**src/inc/irq_seq_map.svh**
```systemverilog
// constants for the vectored interrupt sequencer: vector layout and cycle counts
// assumes inclusion by the sequencer modules and the package-free header use
`ifndef IRQ_SEQ_MAP_SVH
`define IRQ_SEQ_MAP_SVH

`define PC_W            13
`define SP_W            16
`define APP_BASE        13'h0000
`define BOOT_BASE_DFLT  13'h1C00
`define VEC_STRIDE_DFLT 2
`define RESET_SP        16'h04FF
`define ENTRY_CYCLES    4
`define WAKE_EXTRA      4
`define RETURN_CYCLES   4
`define SRC_N_DFLT      8

`endif

```
**src/inc/irq_seq_pkg.sv**
```systemverilog
// types shared by the vectored interrupt sequencer modules
// assumes the map header for widths
`include "irq_seq_map.svh"
package irq_seq_pkg;

	typedef enum logic [2:0] {
		ST_RUN,
		ST_WAKE,
		ST_ENTRY,
		ST_RETURN,
		ST_SHADOW
	} seq_state_e;

	// instruction-boundary signals from the core
	typedef struct packed {
		logic boundary;
		logic set_gie;
		logic clr_gie;
		logic ret_op;
		logic sleeping;
	} core_ctl_s;

	typedef struct packed {
		logic            redirect;
		logic [`PC_W-1:0] target;
		logic            push;
		logic            pop;
	} pc_cmd_s;

endpackage

```
**src/irq_flag_bank.sv**
```systemverilog
// per-source pending flags, enables and hardware/software clear
// assumes single clock, sources are one-cycle event pulses or levels
`timescale 1ns/100ps
`include "irq_seq_map.svh"
module irq_flag_bank
	import irq_seq_pkg::*;
#(
	parameter int SRC_N = `SRC_N_DFLT
) (
	input  wire logic             clk,
	input  wire logic             rst_b,
	input  wire logic             clk_en,
	input  wire logic [SRC_N-1:0] src_event,
	input  wire logic [SRC_N-1:0] src_is_level,
	input  wire logic [SRC_N-1:0] sw_clear,
	input  wire logic [SRC_N-1:0] hw_clear,
	input  wire logic [SRC_N-1:0] src_enable,
	output logic      [SRC_N-1:0] pending_q,
	output logic      [SRC_N-1:0] request
);

	// ---------------------------------------------
	// flags
	// ---------------------------------------------
	genvar g;
	generate
		for (g = 0; g < SRC_N; g++) begin : g_src
			always_ff @(posedge clk or negedge rst_b) begin
				if (!rst_b) begin
					pending_q[g] <= 1'b0;
				end else if (clk_en) begin
					if (src_is_level[g]) begin
						pending_q[g] <= src_event[g];
					end else if (src_event[g]) begin
						pending_q[g] <= 1'b1;
					end else if (sw_clear[g] || hw_clear[g]) begin
						pending_q[g] <= 1'b0;
					end
				end
			end
			assign request[g] = src_is_level[g] ? (src_event[g] & src_enable[g])
				: (pending_q[g] & src_enable[g]);
		end
	endgenerate

endmodule

```
**src/irq_priority_pick.sv**
```systemverilog
// fixed priority picker: lowest index wins, vector from base plus offset
// assumes index 0 is the external request zero, reset handled by caller
`timescale 1ns/100ps
`include "irq_seq_map.svh"
module irq_priority_pick
	import irq_seq_pkg::*;
#(
	parameter int SRC_N  = `SRC_N_DFLT,
	parameter int STRIDE = `VEC_STRIDE_DFLT
) (
	input  wire logic [SRC_N-1:0]  request,
	input  wire logic [`PC_W-1:0]  table_base,
	output logic                   any,
	output logic [SRC_N-1:0]       onehot,
	output logic [`PC_W-1:0]       vector
);

	// ---------------------------------------------
	// scan
	// ---------------------------------------------
	always_comb begin
		any    = 1'b0;
		onehot = '0;
		vector = table_base;
		for (int i = SRC_N - 1; i >= 0; i--) begin
			if (request[i]) begin
				any       = 1'b1;
				onehot    = '0;
				onehot[i] = 1'b1;
				vector    = table_base + `PC_W'((i + 1) * STRIDE);
			end
		end
	end

endmodule

```
**src/vectored_interrupt_sequencer.sv**
```systemverilog
// interrupt acceptance, entry and return sequencing beside the core
// assumes the core reports instruction boundaries and obeys pc commands
// Contract
// - take a source only when its enable and global enable are set
// - lowest vector address wins; reset first, then external request zero
// - vector table select moves interrupt vectors to boot section start
// - reset vector relocate fuse starts execution at boot section
// - lock bits may suppress interrupts depending on program counter
// - accepting an interrupt clears global enable
// - setting global enable in a handler allows nesting
// - return from interrupt sets global enable
// - flag-type pending flag cleared by hardware on vectoring
// - writing one clears a flag, zero leaves it
// - flag set while source disabled stays pending
// - flags pending under cleared global enable serviced later by priority
// - level sources request only while condition is present
// - one main-program instruction runs after return before next interrupt
// - status register is never saved or restored by hardware
// - global disable acts at once, even against same-cycle requests
// - instruction after global enable runs before any interrupt
// - entry takes four cycles, pushing pc, then vector executes
// - requests wait for multi-cycle instructions to complete
// - wake from sleep adds four cycles to entry
// - return takes four cycles, pops pc, stack pointer plus two, sets enable
// - entry push decrements stack pointer by two
`timescale 1ns/100ps
`include "irq_seq_map.svh"
module vectored_interrupt_sequencer
	import irq_seq_pkg::*;
#(
	parameter int              SRC_N     = `SRC_N_DFLT,
	parameter int              STRIDE    = `VEC_STRIDE_DFLT,
	parameter logic [`PC_W-1:0] BOOT_BASE = `BOOT_BASE_DFLT
) (
	input  wire logic             clk,
	input  wire logic             rst_b,
	input  wire logic             clk_en,
	input  wire logic [SRC_N-1:0] src_event,
	input  wire logic [SRC_N-1:0] src_is_level,
	input  wire logic [SRC_N-1:0] src_enable,
	input  wire logic [SRC_N-1:0] flag_write_one,
	input  wire core_ctl_s        core_ctl,
	input  wire logic [`PC_W-1:0] pc_now,
	input  wire logic [`SP_W-1:0] sp_load_val,
	input  wire logic             sp_load,
	input  wire logic             vector_table_select,
	input  wire logic             reset_vector_relocate_fuse,
	input  wire logic             app_section_lock_bit,
	input  wire logic             boot_section_lock_bit,
	output pc_cmd_s               pc_cmd,
	output logic                  hold_core,
	output logic                  wake_req,
	output logic                  global_enable_q,
	output logic [`SP_W-1:0]      stack_ptr_q,
	output logic [SRC_N-1:0]      pending_flags,
	output logic [`PC_W-1:0]      reset_vector
);

	// ---------------------------------------------
	// state
	// ---------------------------------------------
	seq_state_e        state_q;
	logic [2:0]        cnt_q;
	logic [`PC_W-1:0]  vec_q;
	logic [SRC_N-1:0]  hw_clear;
	logic [SRC_N-1:0]  request;
	logic [SRC_N-1:0]  win_onehot;
	logic [`PC_W-1:0]  win_vector;
	logic [`PC_W-1:0]  table_base;
	logic              win_any;
	logic              shadow_q;
	logic              lock_block;
	logic              in_boot;
	logic              accept;
	logic              gie_eff;

	// ---------------------------------------------
	// source flags and priority
	// ---------------------------------------------
	irq_flag_bank #(
		.SRC_N (SRC_N)
	) u_flags (
		.clk          (clk),
		.rst_b        (rst_b),
		.clk_en       (clk_en),
		.src_event    (src_event),
		.src_is_level (src_is_level),
		.sw_clear     (flag_write_one),
		.hw_clear     (hw_clear),
		.src_enable   (src_enable),
		.pending_q    (pending_flags),
		.request      (request)
	);

	assign table_base = vector_table_select ? BOOT_BASE : `APP_BASE;

	irq_priority_pick #(
		.SRC_N  (SRC_N),
		.STRIDE (STRIDE)
	) u_pick (
		.request    (request),
		.table_base (table_base),
		.any        (win_any),
		.onehot     (win_onehot),
		.vector     (win_vector)
	);

	assign reset_vector = reset_vector_relocate_fuse ? BOOT_BASE : `APP_BASE;

	// ---------------------------------------------
	// acceptance
	// ---------------------------------------------
	assign in_boot    = (pc_now >= BOOT_BASE);
	// lock bits suppress interrupts whose vector points into the other section
	assign lock_block = (app_section_lock_bit && !in_boot && vector_table_select) ||
		(boot_section_lock_bit && in_boot && !vector_table_select);

	// global disable in this boundary cancels a same-cycle request
	assign gie_eff = global_enable_q && !core_ctl.clr_gie;

	assign accept = (state_q == ST_RUN) && !shadow_q && core_ctl.boundary &&
		gie_eff && win_any && !lock_block;

	assign wake_req = core_ctl.sleeping && win_any && global_enable_q && !lock_block;

	// hardware clears the flag of a non-level winner in the accept cycle, as the pc is pushed
	assign hw_clear = accept ? (win_onehot & ~src_is_level) : '0;

	// ---------------------------------------------
	// sequencer
	// ---------------------------------------------
	always_ff @(posedge clk or negedge rst_b) begin
		if (!rst_b) begin
			state_q <= ST_RUN;
			cnt_q   <= 3'h0;
			vec_q   <= '0;
		end else if (clk_en) begin
			unique case (state_q)
				ST_RUN: begin
					if (accept) begin
						vec_q <= win_vector;
						cnt_q <= 3'(`ENTRY_CYCLES - 1);
						state_q <= core_ctl.sleeping ? ST_WAKE : ST_ENTRY;
						if (core_ctl.sleeping) begin
							cnt_q <= 3'(`WAKE_EXTRA - 1);
						end
					end else if (core_ctl.boundary && core_ctl.ret_op) begin
						cnt_q   <= 3'(`RETURN_CYCLES - 1);
						state_q <= ST_RETURN;
					end
				end
				ST_WAKE: begin
					if (cnt_q == 3'h0) begin
						cnt_q   <= 3'(`ENTRY_CYCLES - 1);
						state_q <= ST_ENTRY;
					end else begin
						cnt_q <= cnt_q - 3'h1;
					end
				end
				ST_ENTRY: begin
					if (cnt_q == 3'h0) begin
						state_q <= ST_RUN;
					end else begin
						cnt_q <= cnt_q - 3'h1;
					end
				end
				ST_RETURN: begin
					if (cnt_q == 3'h0) begin
						state_q <= ST_SHADOW;
					end else begin
						cnt_q <= cnt_q - 3'h1;
					end
				end
				ST_SHADOW: begin
					if (core_ctl.boundary && core_ctl.ret_op) begin
						cnt_q   <= 3'(`RETURN_CYCLES - 1);
						state_q <= ST_RETURN;
					end else if (core_ctl.boundary) begin
						state_q <= ST_RUN;
					end
				end
			endcase
		end
	end

	// ---------------------------------------------
	// global enable and shadow after set
	// ---------------------------------------------
	always_ff @(posedge clk or negedge rst_b) begin
		if (!rst_b) begin
			global_enable_q <= 1'b0;
		end else if (clk_en) begin
			if (accept) begin
				global_enable_q <= 1'b0;
			end else if (state_q == ST_RETURN && cnt_q == 3'h0) begin
				global_enable_q <= 1'b1;
			end else if (core_ctl.boundary && core_ctl.clr_gie) begin
				global_enable_q <= 1'b0;
			end else if (core_ctl.boundary && core_ctl.set_gie) begin
				global_enable_q <= 1'b1;
			end
		end
	end

	always_ff @(posedge clk or negedge rst_b) begin
		if (!rst_b) begin
			shadow_q <= 1'b0;
		end else if (clk_en) begin
			if (core_ctl.boundary && core_ctl.set_gie && !global_enable_q) begin
				shadow_q <= 1'b1;
			end else if (core_ctl.boundary) begin
				shadow_q <= 1'b0;
			end
		end
	end

	// ---------------------------------------------
	// stack pointer
	// ---------------------------------------------
	always_ff @(posedge clk or negedge rst_b) begin
		if (!rst_b) begin
			stack_ptr_q <= `RESET_SP;
		end else if (clk_en) begin
			if (accept) begin
				stack_ptr_q <= stack_ptr_q - `SP_W'(2);
			end else if (state_q == ST_RETURN && cnt_q == 3'h0) begin
				stack_ptr_q <= stack_ptr_q + `SP_W'(2);
			end else if (sp_load) begin
				stack_ptr_q <= sp_load_val;
			end
		end
	end

	// ---------------------------------------------
	// core commands; status register untouched
	// ---------------------------------------------
	always_comb begin
		pc_cmd          = '0;
		pc_cmd.push     = accept;
		pc_cmd.pop      = (state_q == ST_RETURN) && (cnt_q == 3'h0);
		pc_cmd.redirect = (state_q == ST_ENTRY) && (cnt_q == 3'h0);
		pc_cmd.target   = vec_q;
	end

	assign hold_core = (state_q == ST_WAKE) || (state_q == ST_ENTRY) || (state_q == ST_RETURN);

endmodule
```
**config.mk**
```make
export PLATFORM = sky130hd
export DESIGN_NAME = vectored_interrupt_sequencer
export DESIGN_NICKNAME = d
export VERILOG_FILES = /design/src/inc/irq_seq_pkg.sv /design/src/irq_flag_bank.sv /design/src/irq_priority_pick.sv /design/src/vectored_interrupt_sequencer.sv
export VERILOG_INCLUDE_DIRS = /design/src /design/src/inc
export SDC_FILE = /design/constraint.sdc
export NUM_CORES = 1
export LEC_CHECK = 0
export ABC_AREA = 1
export BUFFER_PORTS_ARGS = -buffer_cell sky130_fd_sc_hd__buf_2
export CORE_ASPECT_RATIO = 0.5
export CORE_MARGIN = 8
export CORE_UTILIZATION = 50
export DETAILED_ROUTE_END_ITERATION = 8
export PLACE_DENSITY_LB_ADDON = 0.3
export SKIP_CTS_REPAIR_TIMING = 1
export SYNTH_ARGS = -nofsm -noshare
export SYNTH_HDL_FRONTEND = slang
export SYNTH_SLANG_ARGS = --single-unit
```
**constraint.sdc**
```tcl
create_clock -name clk -period 2 [get_ports clk]
set_input_delay 0.2 -clock clk [delete_from_list [all_inputs] [get_ports clk]]
set_output_delay 0.2 -clock clk [all_outputs]
set_load 0.05 [all_outputs]
```
==> Word-level counts from Yosys, hierarchy flattened <==
Index checks and enable logic that the tools add are counted.
{ "classes": {"n_eq_ne": 10, "mux": 82, "magnitude_cmp": 1, "addsub": 11, "n_reduce_logical": 64, "bitwise": 18} }
{ "ops": {"columns": ["op", "n"], "rows": [
  ["13-bit 2-to-1 mux", 10],
  ["8-bit 2-to-1 mux", 9],
  ["13-bit by 4-bit adder with 13-bit output, second input constant", 4],
  ["16-bit 2-to-1 mux", 3],
  ["1-bit 2-to-1 mux", 46],
  ["3-bit 2-to-1 mux", 11],
  ["3-bit nonzero test", 9],
  ["13-bit by 3-bit adder with 13-bit output, second input constant", 2],
  ["2-bit AND reduction", 12],
  ["1-bit logical AND", 19],
  ["16-bit by 2-bit adder with 16-bit output, second input constant", 1],
  ["1-bit AND", 16],
  ["16-bit by 2-bit subtractor with 16-bit output, second input constant", 1],
  ["3-bit one-hot mux with 5 select lines", 1],
  ["13-bit by 2-bit adder with 13-bit output, second input constant", 1],
  ["13-bit by 5-bit adder with 13-bit output, second input constant", 1],
  ["13-bit >= comparator, second input constant", 1],
  ["3-bit one-hot mux with 4 select lines", 1],
  ["1-bit logical OR", 11],
  ["8-bit AND", 1],
  ["2-bit != test, second input constant", 4],
  ["8-bit inverter", 1],
  ["3-bit by 2-bit == test with 1-bit output, second input constant", 2],
  ["1-bit zero test", 6],
  ["other kinds (12)", 13]
]} }
{ "word_totals": {"elab_cells": 200, "inputBits": 74, "output_inout_bits": 56, "regBits": 45} }

==> Logic depth before layout (Yosys ltp) <==
Gate-level depths: netlist of run 1.
{ "logic_depth": {"ltp_word": 17, "depth_mapped": 14, "depth_no_buf": 13} }

==> Cells and area by module <==
Synthesis of run 1 repeated with hierarchy kept, for this count alone.
{ "hier_totals": {"hier_cells": 826, "area_unflattened_um2": 4909.7} }
{ "modules_own_cells": {"columns": ["mod", "area_per_inst_um2", "instances", "cells_per_inst", "seq_area_each_um2"], "rows": [
  ["vectored_interrupt_sequencer", 3121.7, 1, 487, 937.1],
  ["irq_priority_pick", 1237.4, 1, 249, 0.0],
  ["irq_flag_bank", 550.5, 1, 90, 200.2]
]} }

==> Worst setup path before layout of run 1 <==
Ideal clock, no wire load.
{ "synth_timing": {"kind": "reg2reg", "start": "reg stack_ptr_q[2]", "end": "reg stack_ptr_q[13]", "t_required_ns": 1.882, "arrival_ns": 1.746, "slack_ns": 0.136, "synth_period_minus_slack_ns": 1.864, "n_path_buf": 0, "setup_ns": 0.118, "stages_incl_launch_ff": 13, "cell_sequence": "dfstp_2 -> ha_1 -> inv_1 -> nor2_1 -> nand3_1 -> nor2_1 -> nand2_1 -> nand3_1 -> nand2_1 -> nand2_1 -> nand2_1 -> nand2_1 -> nand2_1"} }
{ "synth_via": {"elab_chain_cells": 3, "elab_cells_between_ends": 4, "cone_classes": "add/sub: 2; mux: 2"} }
{ "synth_rtl": {"columns": ["element", "line", "source"], "rows": [
  ["start, declared", "vectored_interrupt_sequencer.sv:54", "output logic [`SP_W-1:0] stack_ptr_q,"],
  ["start signal, assigned", "vectored_interrupt_sequencer.sv:222", "stack_ptr_q <= `RESET_SP;"],
  ["start signal, assigned", "vectored_interrupt_sequencer.sv:225", "stack_ptr_q <= stack_ptr_q - `SP_W'(2);"],
  ["start signal, assigned", "vectored_interrupt_sequencer.sv:227", "stack_ptr_q <= stack_ptr_q + `SP_W'(2);"],
  ["16-bit by 2-bit adder with 16-bit output", "vectored_interrupt_sequencer.sv:227", null],
  ["16-bit 2-to-1 mux", "vectored_interrupt_sequencer.sv:226", "end else if (state_q == ST_RETURN && cnt_q == 3'h0) begin"],
  ["16-bit 2-to-1 mux (*)", "vectored_interrupt_sequencer.sv:224", "if (accept) begin"]
]} }
Mark *: on every way between the ends. The rest lies on a longest branch, timed or not.
A chain may end at the register's enable or synchronous reset.

==> out/qor.csv, run 1 <==
metric,value,unit
peakVddDrop,0.5880,mV
clk_latency,290,ps
required,1800,ps
cpLargestDelayFamily,simple AND/OR/NAND/NOR gates,
fill_cells,663,
r2r_cells,10,
final_cell_area,0.004139,mm^2
yosysTopAreaCellShare,22.90,%
path_clk_slew,60,ps
status,"complete, but fails checks",
first_pass_iters,5,
crit_fanout,9,
r2r_end,stack_ptr_q[9]$_DFFE_PN0P_,
path_cells,nor2_4 -> nand2_1 -> nor2_1 -> nand2_2 -> inv_4 -> nand2_8 -> inv_6 -> buf_6,
crit_buf_inv,3,
crit_path_top_delay_cell,dfrtp_1,
antenna_found_initial,0,
holdWs,-32.64,ps
area_growth_syn_to_layout,19.68,%
routedWlPerCell,12.99,um
io-pin-count,130,
grt_pass1_vias,3659,
synth_enable_flop_cells,0,
p_total,4.241,mW
maxCapViolCount,0,
dieWidth,133.6,um
grtUsageTotal,19.66,%
path_class,reg2out,
portBuffers,99,
cp-start-kind,flip-flop,
avgSynthCellArea,6.311,um^2
drtIter0Drc,255,
synth-seq-area-share,27.10,%
die-area,0.009995,mm^2
failed_checks,negative hold slack,
cts_root_buf,clkbuf_16,
fin_setup_tns,0,ps
rows,21,
synthesis.area,0.003458,mm^2
synthCells,548,
core,0.006700,mm^2
multi_input_area,0.002090,mm^2
holdCritPathClass,in2async,
clock_path_buffers,2,
gp_congestion,0.9208,
ys.flop_type,dfrtp_1,
numCtsBuffers,5,
crit_path_end_kind,primary output,
rrSetupSlack,180,ps
placed_area,0.003923,mm^2
drive_gt1_share,24.96,%
r2r_start,stack_ptr_q[1]$_DFFE_PN1P_,
cts.sinks,37,
ys_ff_latch,37,
tightest_slew,524.9,ps
dpl.hpwl,7368,um
finalCritPeriodShare,95.39,%
maxSlewViolCount,0,
fmax,524.1,MHz
vias,3693,
grt_pass1_wl,16080,um
hold_viol_final,28,
synthArstFlopShare,100.0,%
cts_tree,yes,
wirelength,9574,um
regArea,937.1,um^2
cp_slowest_stage_delay,420,ps
synth_area_leaders,"nand2_1 23%, dfrtp_1 20%, dfstp_2 6.8%",
period_needed,1908,ps
grt_max_degree,38,
p_leak,2.359,nW
synth_top_cell_by_area,nand2_1,
h-tree-depth,2,
n_antenna_cell,0,
fp.dieH,74.81,um
ys_warn_count,0,
synth.distinct_cells,41,
ant_nets,0,
power_density,1025,mW/mm^2
cp.arrival,1710,ps
viasPerCell,5.011,
clock_skew,9.149,ps
grt_overflow,0,
start_util,51.62,%
final_nets,722,
slew-limit-headroom,64.64,%
setup_viol,0,
utilization,61.77,%
drc,0,
## cell usage in the layout (no fill, tap or decap), drive strengths merged
cell      n
inv      65
dfrtp    28
o21ai    35
xnor2     2
ha        4
o221ai    1
a22oi     3
bufinv    1
o21a      2
nand2   222
o22ai     1
dfstp     9
conb     16
nand4     9
nand3    38
or2       3
clkbuf    7
nor3     10
o21bai    1
nor2     50
buf     108
nor3b     1
xor2     15
a211oi    2
clkinv    1
nor4      1
nand3b    1
a21oi     9
## flip-flops by register name, indices dropped and copies added (netlist names)
name	count
vec_q	5
stack_ptr_q	16
cnt_q	3
state_q	3
global_enable_q	1
shadow_q	1
u_flags.pending_q	8
## power by group
| part | internal, mW | switching, mW | total (mW) |
|---|---|---|---|
| clock network | 0.587 | 0.327 | 0.914 |
| registers | 0.970 | 0.228 | 1.20 |
| logic | 0.596 | 1.53 | 2.13 |
## worst max-delay path by stage
stage,startpoint,endpoint,depth (start not counted)
4_1_cts,state_q[1]$_DFFE_PN0P_,pc_cmd[1],8
3_3_place_gp,pc_now[12],u_flags.pending_q[4]$_DFFE_PN0P_,10
2_1_floorplan,stack_ptr_q[2]$_DFFE_PN1P_,stack_ptr_q[13]$_DFFE_PN0P_,12
3_5_place_dp,state_q[1]$_DFFE_PN0P_,u_flags.pending_q[4]$_DFFE_PN0P_,10
6_report,state_q[1]$_DFFE_PN0P_,pc_cmd[1],8
5_1_grt,state_q[1]$_DFFE_PN0P_,pc_cmd[1],8
## cell usage after synthesis, types with 2 or more instances
cell and n:
nand2_1 211, inv_1 59, nor2_1 45, nand3_1 34
o21ai_0 31, dfrtp_1 28, buf_4 26, xor2_1 15
dfstp_2 9, nand4_1 9, a21oi_1 8, nor3_1 8
nand2_4 6, inv_2 5, nand2_2 5, buf_6 4
ha_1 4, o21ai_1 4, a22oi_1 3, buf_2 3
nand3_2 3, or2_2 3, a211oi_1 2, nor2_4 2
nor2_8 2, nor3_2 2, o21a_1 2, xnor2_1 2
## routing by layer
| layer | vias to the layer above | GRT usage [%] | routed length [um] |
|---|---|---|---|
| li1 | 1870 | - | - |
| met1 | 1683 | 22.81 | 4311 |
| met2 | 126 | 35.18 | 4416 |
| met3 | 14 | 5.526 | 715 |
| met4 | 0 | 6.289 | 131 |
| met5 | - | 0 | 0 |
## through the flow
stage | std cells | worst slack, ps
6_report | 737 | 92.11
4_1_cts | 735 | -197.0
2_1_floorplan | 563 | 135.8
3_3_place_gp | 727 | 138.0
3_5_place_dp | 727 | 98.20
5_1_grt | 737 | -22.02
## area by class of cell
cell class	count	area share [%]
multi-input cells	426	50.48
flip-flops and latches	37	22.64
repair buffers	109	14.00
inverters	65	6.137
clock buffers	6	3.114
well taps	92	2.781
clock inverters	2	0.8464
## cells by family (layout without fill, tap and decap cells)
group / Yosys count / after routing / share of synthesized area [%]
compound gates: 54 / 54 / 8.864
xor+xnor: 17 / 17 / 4.306
fa+ha+maj: 4 / 4 / 1.447
buf+inv: 100 / 182 / 14.72
flops: 37 / 37 / 27.10
other cells: 1 / 16 / 0.1084
simple gates: 335 / 335 / 43.45
(Power assumes the default switching activity.)
==> inputs of run 2 (changes only) <==
--- a/config.mk
+++ b/config.mk
@@ -6,11 +6,10 @@
 export SDC_FILE = /design/constraint.sdc
 export NUM_CORES = 1
 export LEC_CHECK = 0
-export ABC_AREA = 1
 export BUFFER_PORTS_ARGS = -buffer_cell sky130_fd_sc_hd__buf_2
 export CORE_ASPECT_RATIO = 0.5
 export CORE_MARGIN = 8
-export CORE_UTILIZATION = 50
+export CORE_UTILIZATION = 49
 export DETAILED_ROUTE_END_ITERATION = 8
 export PLACE_DENSITY_LB_ADDON = 0.3
 export SKIP_CTS_REPAIR_TIMING = 1
==> out/qor.csv, run 2 <==
metric,value,unit,change
fill_cells,442,,was 663
first_pass_iters,5,,unchanged
holdCritPathClass,in2reg,,was in2async
wl_met3,722,um,was 715 um
grt_pass1_vias,3205,,was 3659
drc,0,,unchanged
crit_path_top_delay_cell,or4b_4,,was dfrtp_1
h-tree-depth,2,,unchanged
portBuffers,99,,unchanged
path_clk_slew,60,ps,about the same
drtIter0Drc,271,,was 255
dieWidth,127.9,um,was 133.6 um
synthAdderAreaFrac,1.633,%,was 1.447%
synth-seq-area-share,30.57,%,was 27.10%
period_needed,2335,ps,was 1908 ps
fin_ws,-334.8,ps,was 92.11 ps
synth_mux_area_share,7.184,%,was 0%
status,"complete, but fails checks",,unchanged
fmax,428.3,MHz,was 524.1 MHz
synth_xor_area_share,3.429,%,was 4.305%
yosysMostFrequentCell,nand2_1,,unchanged
path_cells,buf_4 -> inv_1 -> ha_2 -> or4b_4 -> nor3_2 -> nand2b_1 -> nor3_1 -> a21oi_2 -> o2bb2ai_1,,was nor2_4 -> nand2_1 -> nor2_1 -> nand2_2 -> inv_4 -> nand2_8 -> inv_6 -> buf_6
maxSlewViolCount,0,,unchanged
synth_top_family_by_area,compound AO/OA/AOI/OAI gates,,was simple AND/OR/NAND/NOR gates
wirelength,10500,um,was 9574 um
n_antenna_cell,0,,unchanged
gp_congestion,0.8753,,was 0.9208
rsz0062_at_grt,yes,,
ys_ff_latch,37,,unchanged
die-area,0.009197,mm^2,was 0.009995 mm^2
io-pin-count,130,,unchanged
crit_fanout,5,,was 9
top_register,stack_ptr_q,,unchanged
tightest_slew,567.4,ps,was 524.9 ps
synth.distinct_cells,69,,was 41
peakVddDrop,0.4615,mV,was 0.5880 mV
final_nets,600,,was 722
grt_max_degree,33,,was 38
synth_common_cells,"40 x nand2_1, 28 x dfrtp_1, 28 x o21ai_0",,"was 211 x nand2_1, 59 x inv_1, 45 x nor2_1"
crit_buf_inv,2,,was 3
hold_viol_final,0,,was 28
ys.flop_type,dfrtp_1,,unchanged
regArea,942.2,um^2,was 937.1 um^2
met1_length,4464,um,was 4311 um
synth_top_cell_by_area,dfrtp_1,,was nand2_1
routedWlPerCell,17.18,um,was 12.99 um
top_regs,"stack_ptr_q: 16 flops, u_flags.pending_q: 8 flops, vec_q: 5 flops",,unchanged
core,0.006056,mm^2,was 0.006700 mm^2
cts_root_buf,clkbuf_16,,unchanged
start_util,50.62,%,was 51.62%
top_layer_used,met4,,unchanged
setup_viol,28,,was 0
rows,20,,was 21
placed_area,0.003969,mm^2,was 0.003923 mm^2
final_cell_mix,"97 x buf_2, 63 x buf_4, 38 x nand2_1, 24 x dfrtp_1, 21 x nor2_1",,"was 209 x nand2_1, 97 x buf_2, 59 x inv_1, 44 x nor2_1, 33 x nand3_1"
viasPerCell,5.661,,was 5.011
drive_gt1_share,48.76,%,was 24.96%
synth_compound_area_share,24.33,%,was 8.864%
slew-limit-headroom,61.82,%,was 64.64%
wl_met2,5163,um,was 4416 um
synth-simple-area-share,21.02,%,was 43.45%
synth_enable_flop_cells,0,,unchanged
numCtsBuffers,5,,unchanged
p_total,4.812,mW,was 4.241 mW
grt_overflow,0,,unchanged
synthesis.area,0.003065,mm^2,was 0.003458 mm^2
maxCapViolCount,0,,unchanged
cp.arrival,2550,ps,was 1710 ps
fp.dieH,71.93,um,was 74.81 um
multi_input_area,0.002081,mm^2,was 0.002090 mm^2
area_growth_syn_to_layout,49.92,%,was 19.68%
path_class,reg2reg,,was reg2out
clk_latency,290,ps,about the same
cp_slowest_stage_delay,480,ps,was 420 ps
synthArstFlopShare,100.0,%,unchanged
dpl.hpwl,7041,um,was 7368 um
required,2210,ps,was 1800 ps
cts_tree,yes,,unchanged
failed_checks,negative setup slack,,was negative hold slack
grtUsageTotal,19.53,%,was 19.66%
finalCritPeriodShare,116.7,%,was 95.39%
final_cell_area,0.004596,mm^2,was 0.004139 mm^2
synthCells,367,,was 548
yosysTopAreaCellShare,22.86,%,was 22.90%
crit_path_end_kind,flip-flop,,was primary output
power_density,1047,mW/mm^2,was 1025 mW/mm^2
vias,3459,,was 3693
clock_skew,4.756,ps,was 9.149 ps
synth_area_leaders,"dfrtp_1 23%, dfstp_2 7.7%, buf_4 6.1%",,"was nand2_1 23%, dfrtp_1 20%, dfstp_2 6.8%"
clock_path_buffers,2,,unchanged
largest_reg_flops,16,,unchanged
cpLargestDelayFamily,simple AND/OR/NAND/NOR gates,,unchanged
grt_pass1_wl,14740,um,was 16080 um
avgSynthCellArea,8.353,um^2,was 6.311 um^2
cts.sinks,37,,unchanged
cp-start-kind,flip-flop,,unchanged
antenna_found_initial,0,,unchanged
ant_nets,0,,unchanged
ys_warn_count,0,,unchanged
final_common_cell,buf_2,,was nand2_1
p_leak,2.126,nW,was 2.359 nW
[run 2: area by class of cell]
class	instances	share of cell area, %
multi-input cells	282	45.28
flip-flops and latches	37	20.50
repair buffers	180	26.79
well taps	88	2.396
clock inverters	2	0.7623
inverters	16	1.470
clock buffers	6	2.804
[run 2: cells by family (layout without fill, tap and decap cells)]
group / Yosys count / after routing
xor gates and xnor gates: 12 / 12
buffers and inverters: 63 / 204
muxes: 20 / 20
AOI/OAI and AO/OA: 103 / 103
and+or+nand+nor: 127 / 127
adders and majority gates: 4 / 4
other: 1 / 16
DFF: 37 / 37
[run 2: layer usage]
layer | track usage [%] | vias up
li1 | - | 1621
met1 | 23.57 | 1659
met2 | 34.05 | 164
met3 | 4.751 | 15
met4 | 5.744 | 0
met5 | 0 | -
[run 2: final timing paths]
check / endpoint / slack [ps] / from / cells after the start
worst max-delay path: stack_ptr_q[13]$_DFFE_PN0P_ / -330 / stack_ptr_q[1]$_DFFE_PN1P_ / 9
worst min-delay path: stack_ptr_q[0]$_DFFE_PN1P_ / 150 / sp_load_val[0] / 2
worst max register to register: stack_ptr_q[13]$_DFFE_PN0P_ / -330 / stack_ptr_q[1]$_DFFE_PN1P_ / 9
worst min register to register: vec_q[1]$_DFFE_PN0P_ / 480 / vec_q[1]$_DFFE_PN0P_ / 1
max in group asynchronous: stack_ptr_q[0]$_DFFE_PN1P_ / 940 / rst_b / 3
min in group asynchronous: vec_q[4]$_DFFE_PN0P_ / 420 / rst_b / 2
[run 2: through the flow]
| step | TNS (ps) | worst slack [ps] | std cells | util, % | hold WS, ps |
|---|---|---|---|---|---|
| detailed placement | -3761 | -225.7 | 587 | 65.54 | 171.2 |
| floorplan | -5767 | -282.3 | 382 | - | -95.59 |
| CTS | -4915 | -496.0 | 595 | 68.24 | -132.4 |
| global placement | -3215 | -221.4 | 587 | 65.54 | 171.0 |
| global route | -8452 | -436.1 | 611 | 75.89 | 149.8 |
| finish | -4788 | -334.8 | 611 | 75.89 | 153.0 |
[run 2: power breakdown]
group          internal (mW)  leakage, nW  switching (mW)
logic                   1.01         1.61            1.69
registers              0.994        0.432           0.197
clock network          0.587       0.0808           0.331
total                   2.59         2.13            2.22
==> inputs of run 3 (changes only) <==
--- a/config.mk
+++ b/config.mk
@@ -6,7 +6,7 @@
 export SDC_FILE = /design/constraint.sdc
 export NUM_CORES = 1
 export LEC_CHECK = 0
-export BUFFER_PORTS_ARGS = -buffer_cell sky130_fd_sc_hd__buf_2
+export BUFFER_PORTS_ARGS = -buffer_cell sky130_fd_sc_hd__clkbuf_2
 export CORE_ASPECT_RATIO = 0.5
 export CORE_MARGIN = 8
 export CORE_UTILIZATION = 49
==> out/qor.csv, run 3 (synthesis gave the netlist of run 2 again) <==
metric,value,unit,change
final_cells,613,,was 611
path_cells,mux2_4 -> a222oi_1 -> buf_4 -> nand4_4 -> nand2_4 -> inv_6 -> buf_6 -> buf_8,,was buf_4 -> inv_1 -> ha_2 -> or4b_4 -> nor3_2 -> nand2b_1 -> nor3_1 -> a21oi_2 -> o2bb2ai_1
slew-limit-headroom,45.16,%,was 61.82%
largest_reg_flops,16,,unchanged
power_density,1074,mW/mm^2,was 1047 mW/mm^2
drive_gt1_share,47.62,%,was 48.76%
path_clk_slew,60,ps,about the same
grt_pass1_wl,15430,um,was 14740 um
cts_tree,yes,,unchanged
io-pin-count,130,,unchanged
peakVddDrop,0.4622,mV,was 0.4615 mV
grtUsageTotal,20.32,%,was 19.53%
path_class,reg2out,,was reg2reg
grt_overflow,0,,unchanged
top_regs,"stack_ptr_q: 16 flops, u_flags.pending_q: 8 flops, vec_q: 5 flops",,unchanged
gp_congestion,0.8887,,was 0.8753
rows,20,,unchanged
crit_fanout,7,,was 5
h-tree-depth,2,,unchanged
cpLargestDelayFamily,buffers and inverters,,was simple AND/OR/NAND/NOR gates
clock_skew,5.319,ps,was 4.756 ps
met1_length,4146,um,was 4464 um
dpl.hpwl,7186,um,was 7041 um
vias,3405,,was 3459
preCtsSetupSlack,-258.3,ps,was -225.7 ps
placedCellCount,596,,was 587
crit_buf_inv,4,,was 2
crit_path_end_kind,primary output,,was flip-flop
failed_checks,negative setup slack,,unchanged
final_cell_mix,"95 x clkbuf_2, 76 x buf_4, 39 x nand2_1, 25 x dfrtp_1, 21 x nor2_1",,"was 97 x buf_2, 63 x buf_4, 38 x nand2_1, 24 x dfrtp_1, 21 x nor2_1"
clk_latency,280,ps,was 290 ps
top_register,stack_ptr_q,,unchanged
setup_viol,30,,was 28
portBuffers,99,,unchanged
hold_viol_final,0,,unchanged
fp.dieH,71.93,um,unchanged
wl_met2,4896,um,was 5163 um
viasPerCell,5.555,,was 5.661
area_growth_syn_to_layout,46.20,%,was 49.92%
antenna_found_initial,0,,unchanged
final_common_cell,clkbuf_2,,was buf_2
p_total,4.815,mW,was 4.812 mW
cp-start-kind,flip-flop,,unchanged
final_nets,602,,was 600
numCtsBuffers,5,,unchanged
first_pass_iters,4,,was 5
top_layer_used,met4,,unchanged
core,0.006056,mm^2,unchanged
maxCapViolCount,0,,unchanged
fin_ws,-309.6,ps,was -334.8 ps
cp_slowest_stage_delay,400,ps,was 480 ps
holdCritPathClass,in2async,,was in2reg
cts_root_buf,clkbuf_16,,unchanged
cp.arrival,2110,ps,was 2550 ps
cts.sinks,37,,unchanged
grt_max_degree,32,,was 33
required,1800,ps,was 2210 ps
drtIter0Drc,278,,was 271
tightest_slew,822.6,ps,was 567.4 ps
dieWidth,127.9,um,unchanged
status,"complete, but fails checks",,unchanged
die-area,0.009197,mm^2,unchanged
period_needed,2310,ps,was 2335 ps
clock_path_buffers,2,,unchanged
finalCritPeriodShare,115.5,%,was 116.7%
start_util,50.62,%,unchanged
drc,0,,unchanged
crit_path_top_delay_cell,dfrtp_2,,was or4b_4
rsz0062_at_grt,yes,,unchanged
wl_met3,745,um,was 722 um
routedWlPerCell,16.32,um,was 17.18 um
ant_nets,0,,unchanged
p_leak,2.115,nW,was 2.126 nW
fmax,433.0,MHz,was 428.3 MHz
maxSlewViolCount,0,,unchanged
n_antenna_cell,0,,unchanged
wirelength,10000,um,was 10500 um
grt_pass1_vias,3388,,was 3205
## run 3: cell types whose count changed in the layout (fill, tap and decap cells not counted), sizes merged
cell         before  now
buf             179   85
clkbuf            6  101
dlygate4sd3       1    0
bufinv            1    2
a31o              1    2
## run 3: area by class of cell
type                            instances  area (um^2)
Tap cell                               88        110.1
Inverter                               16        67.56
Clock buffer                            5        125.1
Multi-Input combinational cell        283         2003
Sequential cell                        37        940.9
Fill cell                             449         1574
Timing Repair Buffer                  181         1170
Clock inverter                          3        65.06
## run 3: layer usage
metal  up-vias  global-route usage, %
met3        23                  4.532
met1      1592                  24.56
met5         -                      0
met2       164                  35.10
li1       1626                      -
met4         0                  7.441
## run 3: worst paths after layout
| path | depth (start not counted) | slack, ps | to | from |
|---|---|---|---|---|
| max reg2reg | 9 | -290 | stack_ptr_q[2]$_DFFE_PN1P_ | u_flags.pending_q[1]$_DFFE_PN0P_ |
| min | 1 | 2 | u_flags.pending_q[0]$_DFFE_PN0P_ | rst_b |
| min in group clk | 2 | 150 | u_flags.pending_q[3]$_DFFE_PN0P_ | src_event[3] |
| min reg2reg | 1 | 480 | vec_q[1]$_DFFE_PN0P_ | vec_q[1]$_DFFE_PN0P_ |
| max | 8 | -310 | pc_cmd[1] | u_flags.pending_q[1]$_DFFE_PN0P_ |
| max in group asynchronous | 2 | 1380 | u_flags.pending_q[6]$_DFFE_PN0P_ | rst_b |
## run 3: power by group
part / total (mW) / switching, mW / internal, mW
Combinational: 2.60 / 1.64 / 0.962
Sequential: 1.18 / 0.191 / 0.994
Clock: 1.03 / 0.317 / 0.712
Total: 4.81 / 2.15 / 2.67
## run 3: worst register-to-register path, stage by stage (launching register included)
cell and delay [ps]:
dfrtp_2 400, mux2_4 270, a222oi_1 340, buf_4 190
nand4_4 170, nand2_4 160, buf_4 140, buf_12 130
mux2_4 310, o21ai_2 130
## run 3: stage by stage
stage | area (um^2) | hold WS, ps | util (%) | setup TNS, ps
floorplan | 3211 | -95.59 | - | -5767
global placement | 4051 | 338.6 | 66.90 | -3870
detailed placement | 4051 | 334.7 | 66.90 | -4708
CTS | 4242 | 36.82 | 70.04 | -5762
global route | 4482 | 71.58 | 74.01 | -8106
finish | 4482 | 2.130 | 74.01 | -5425
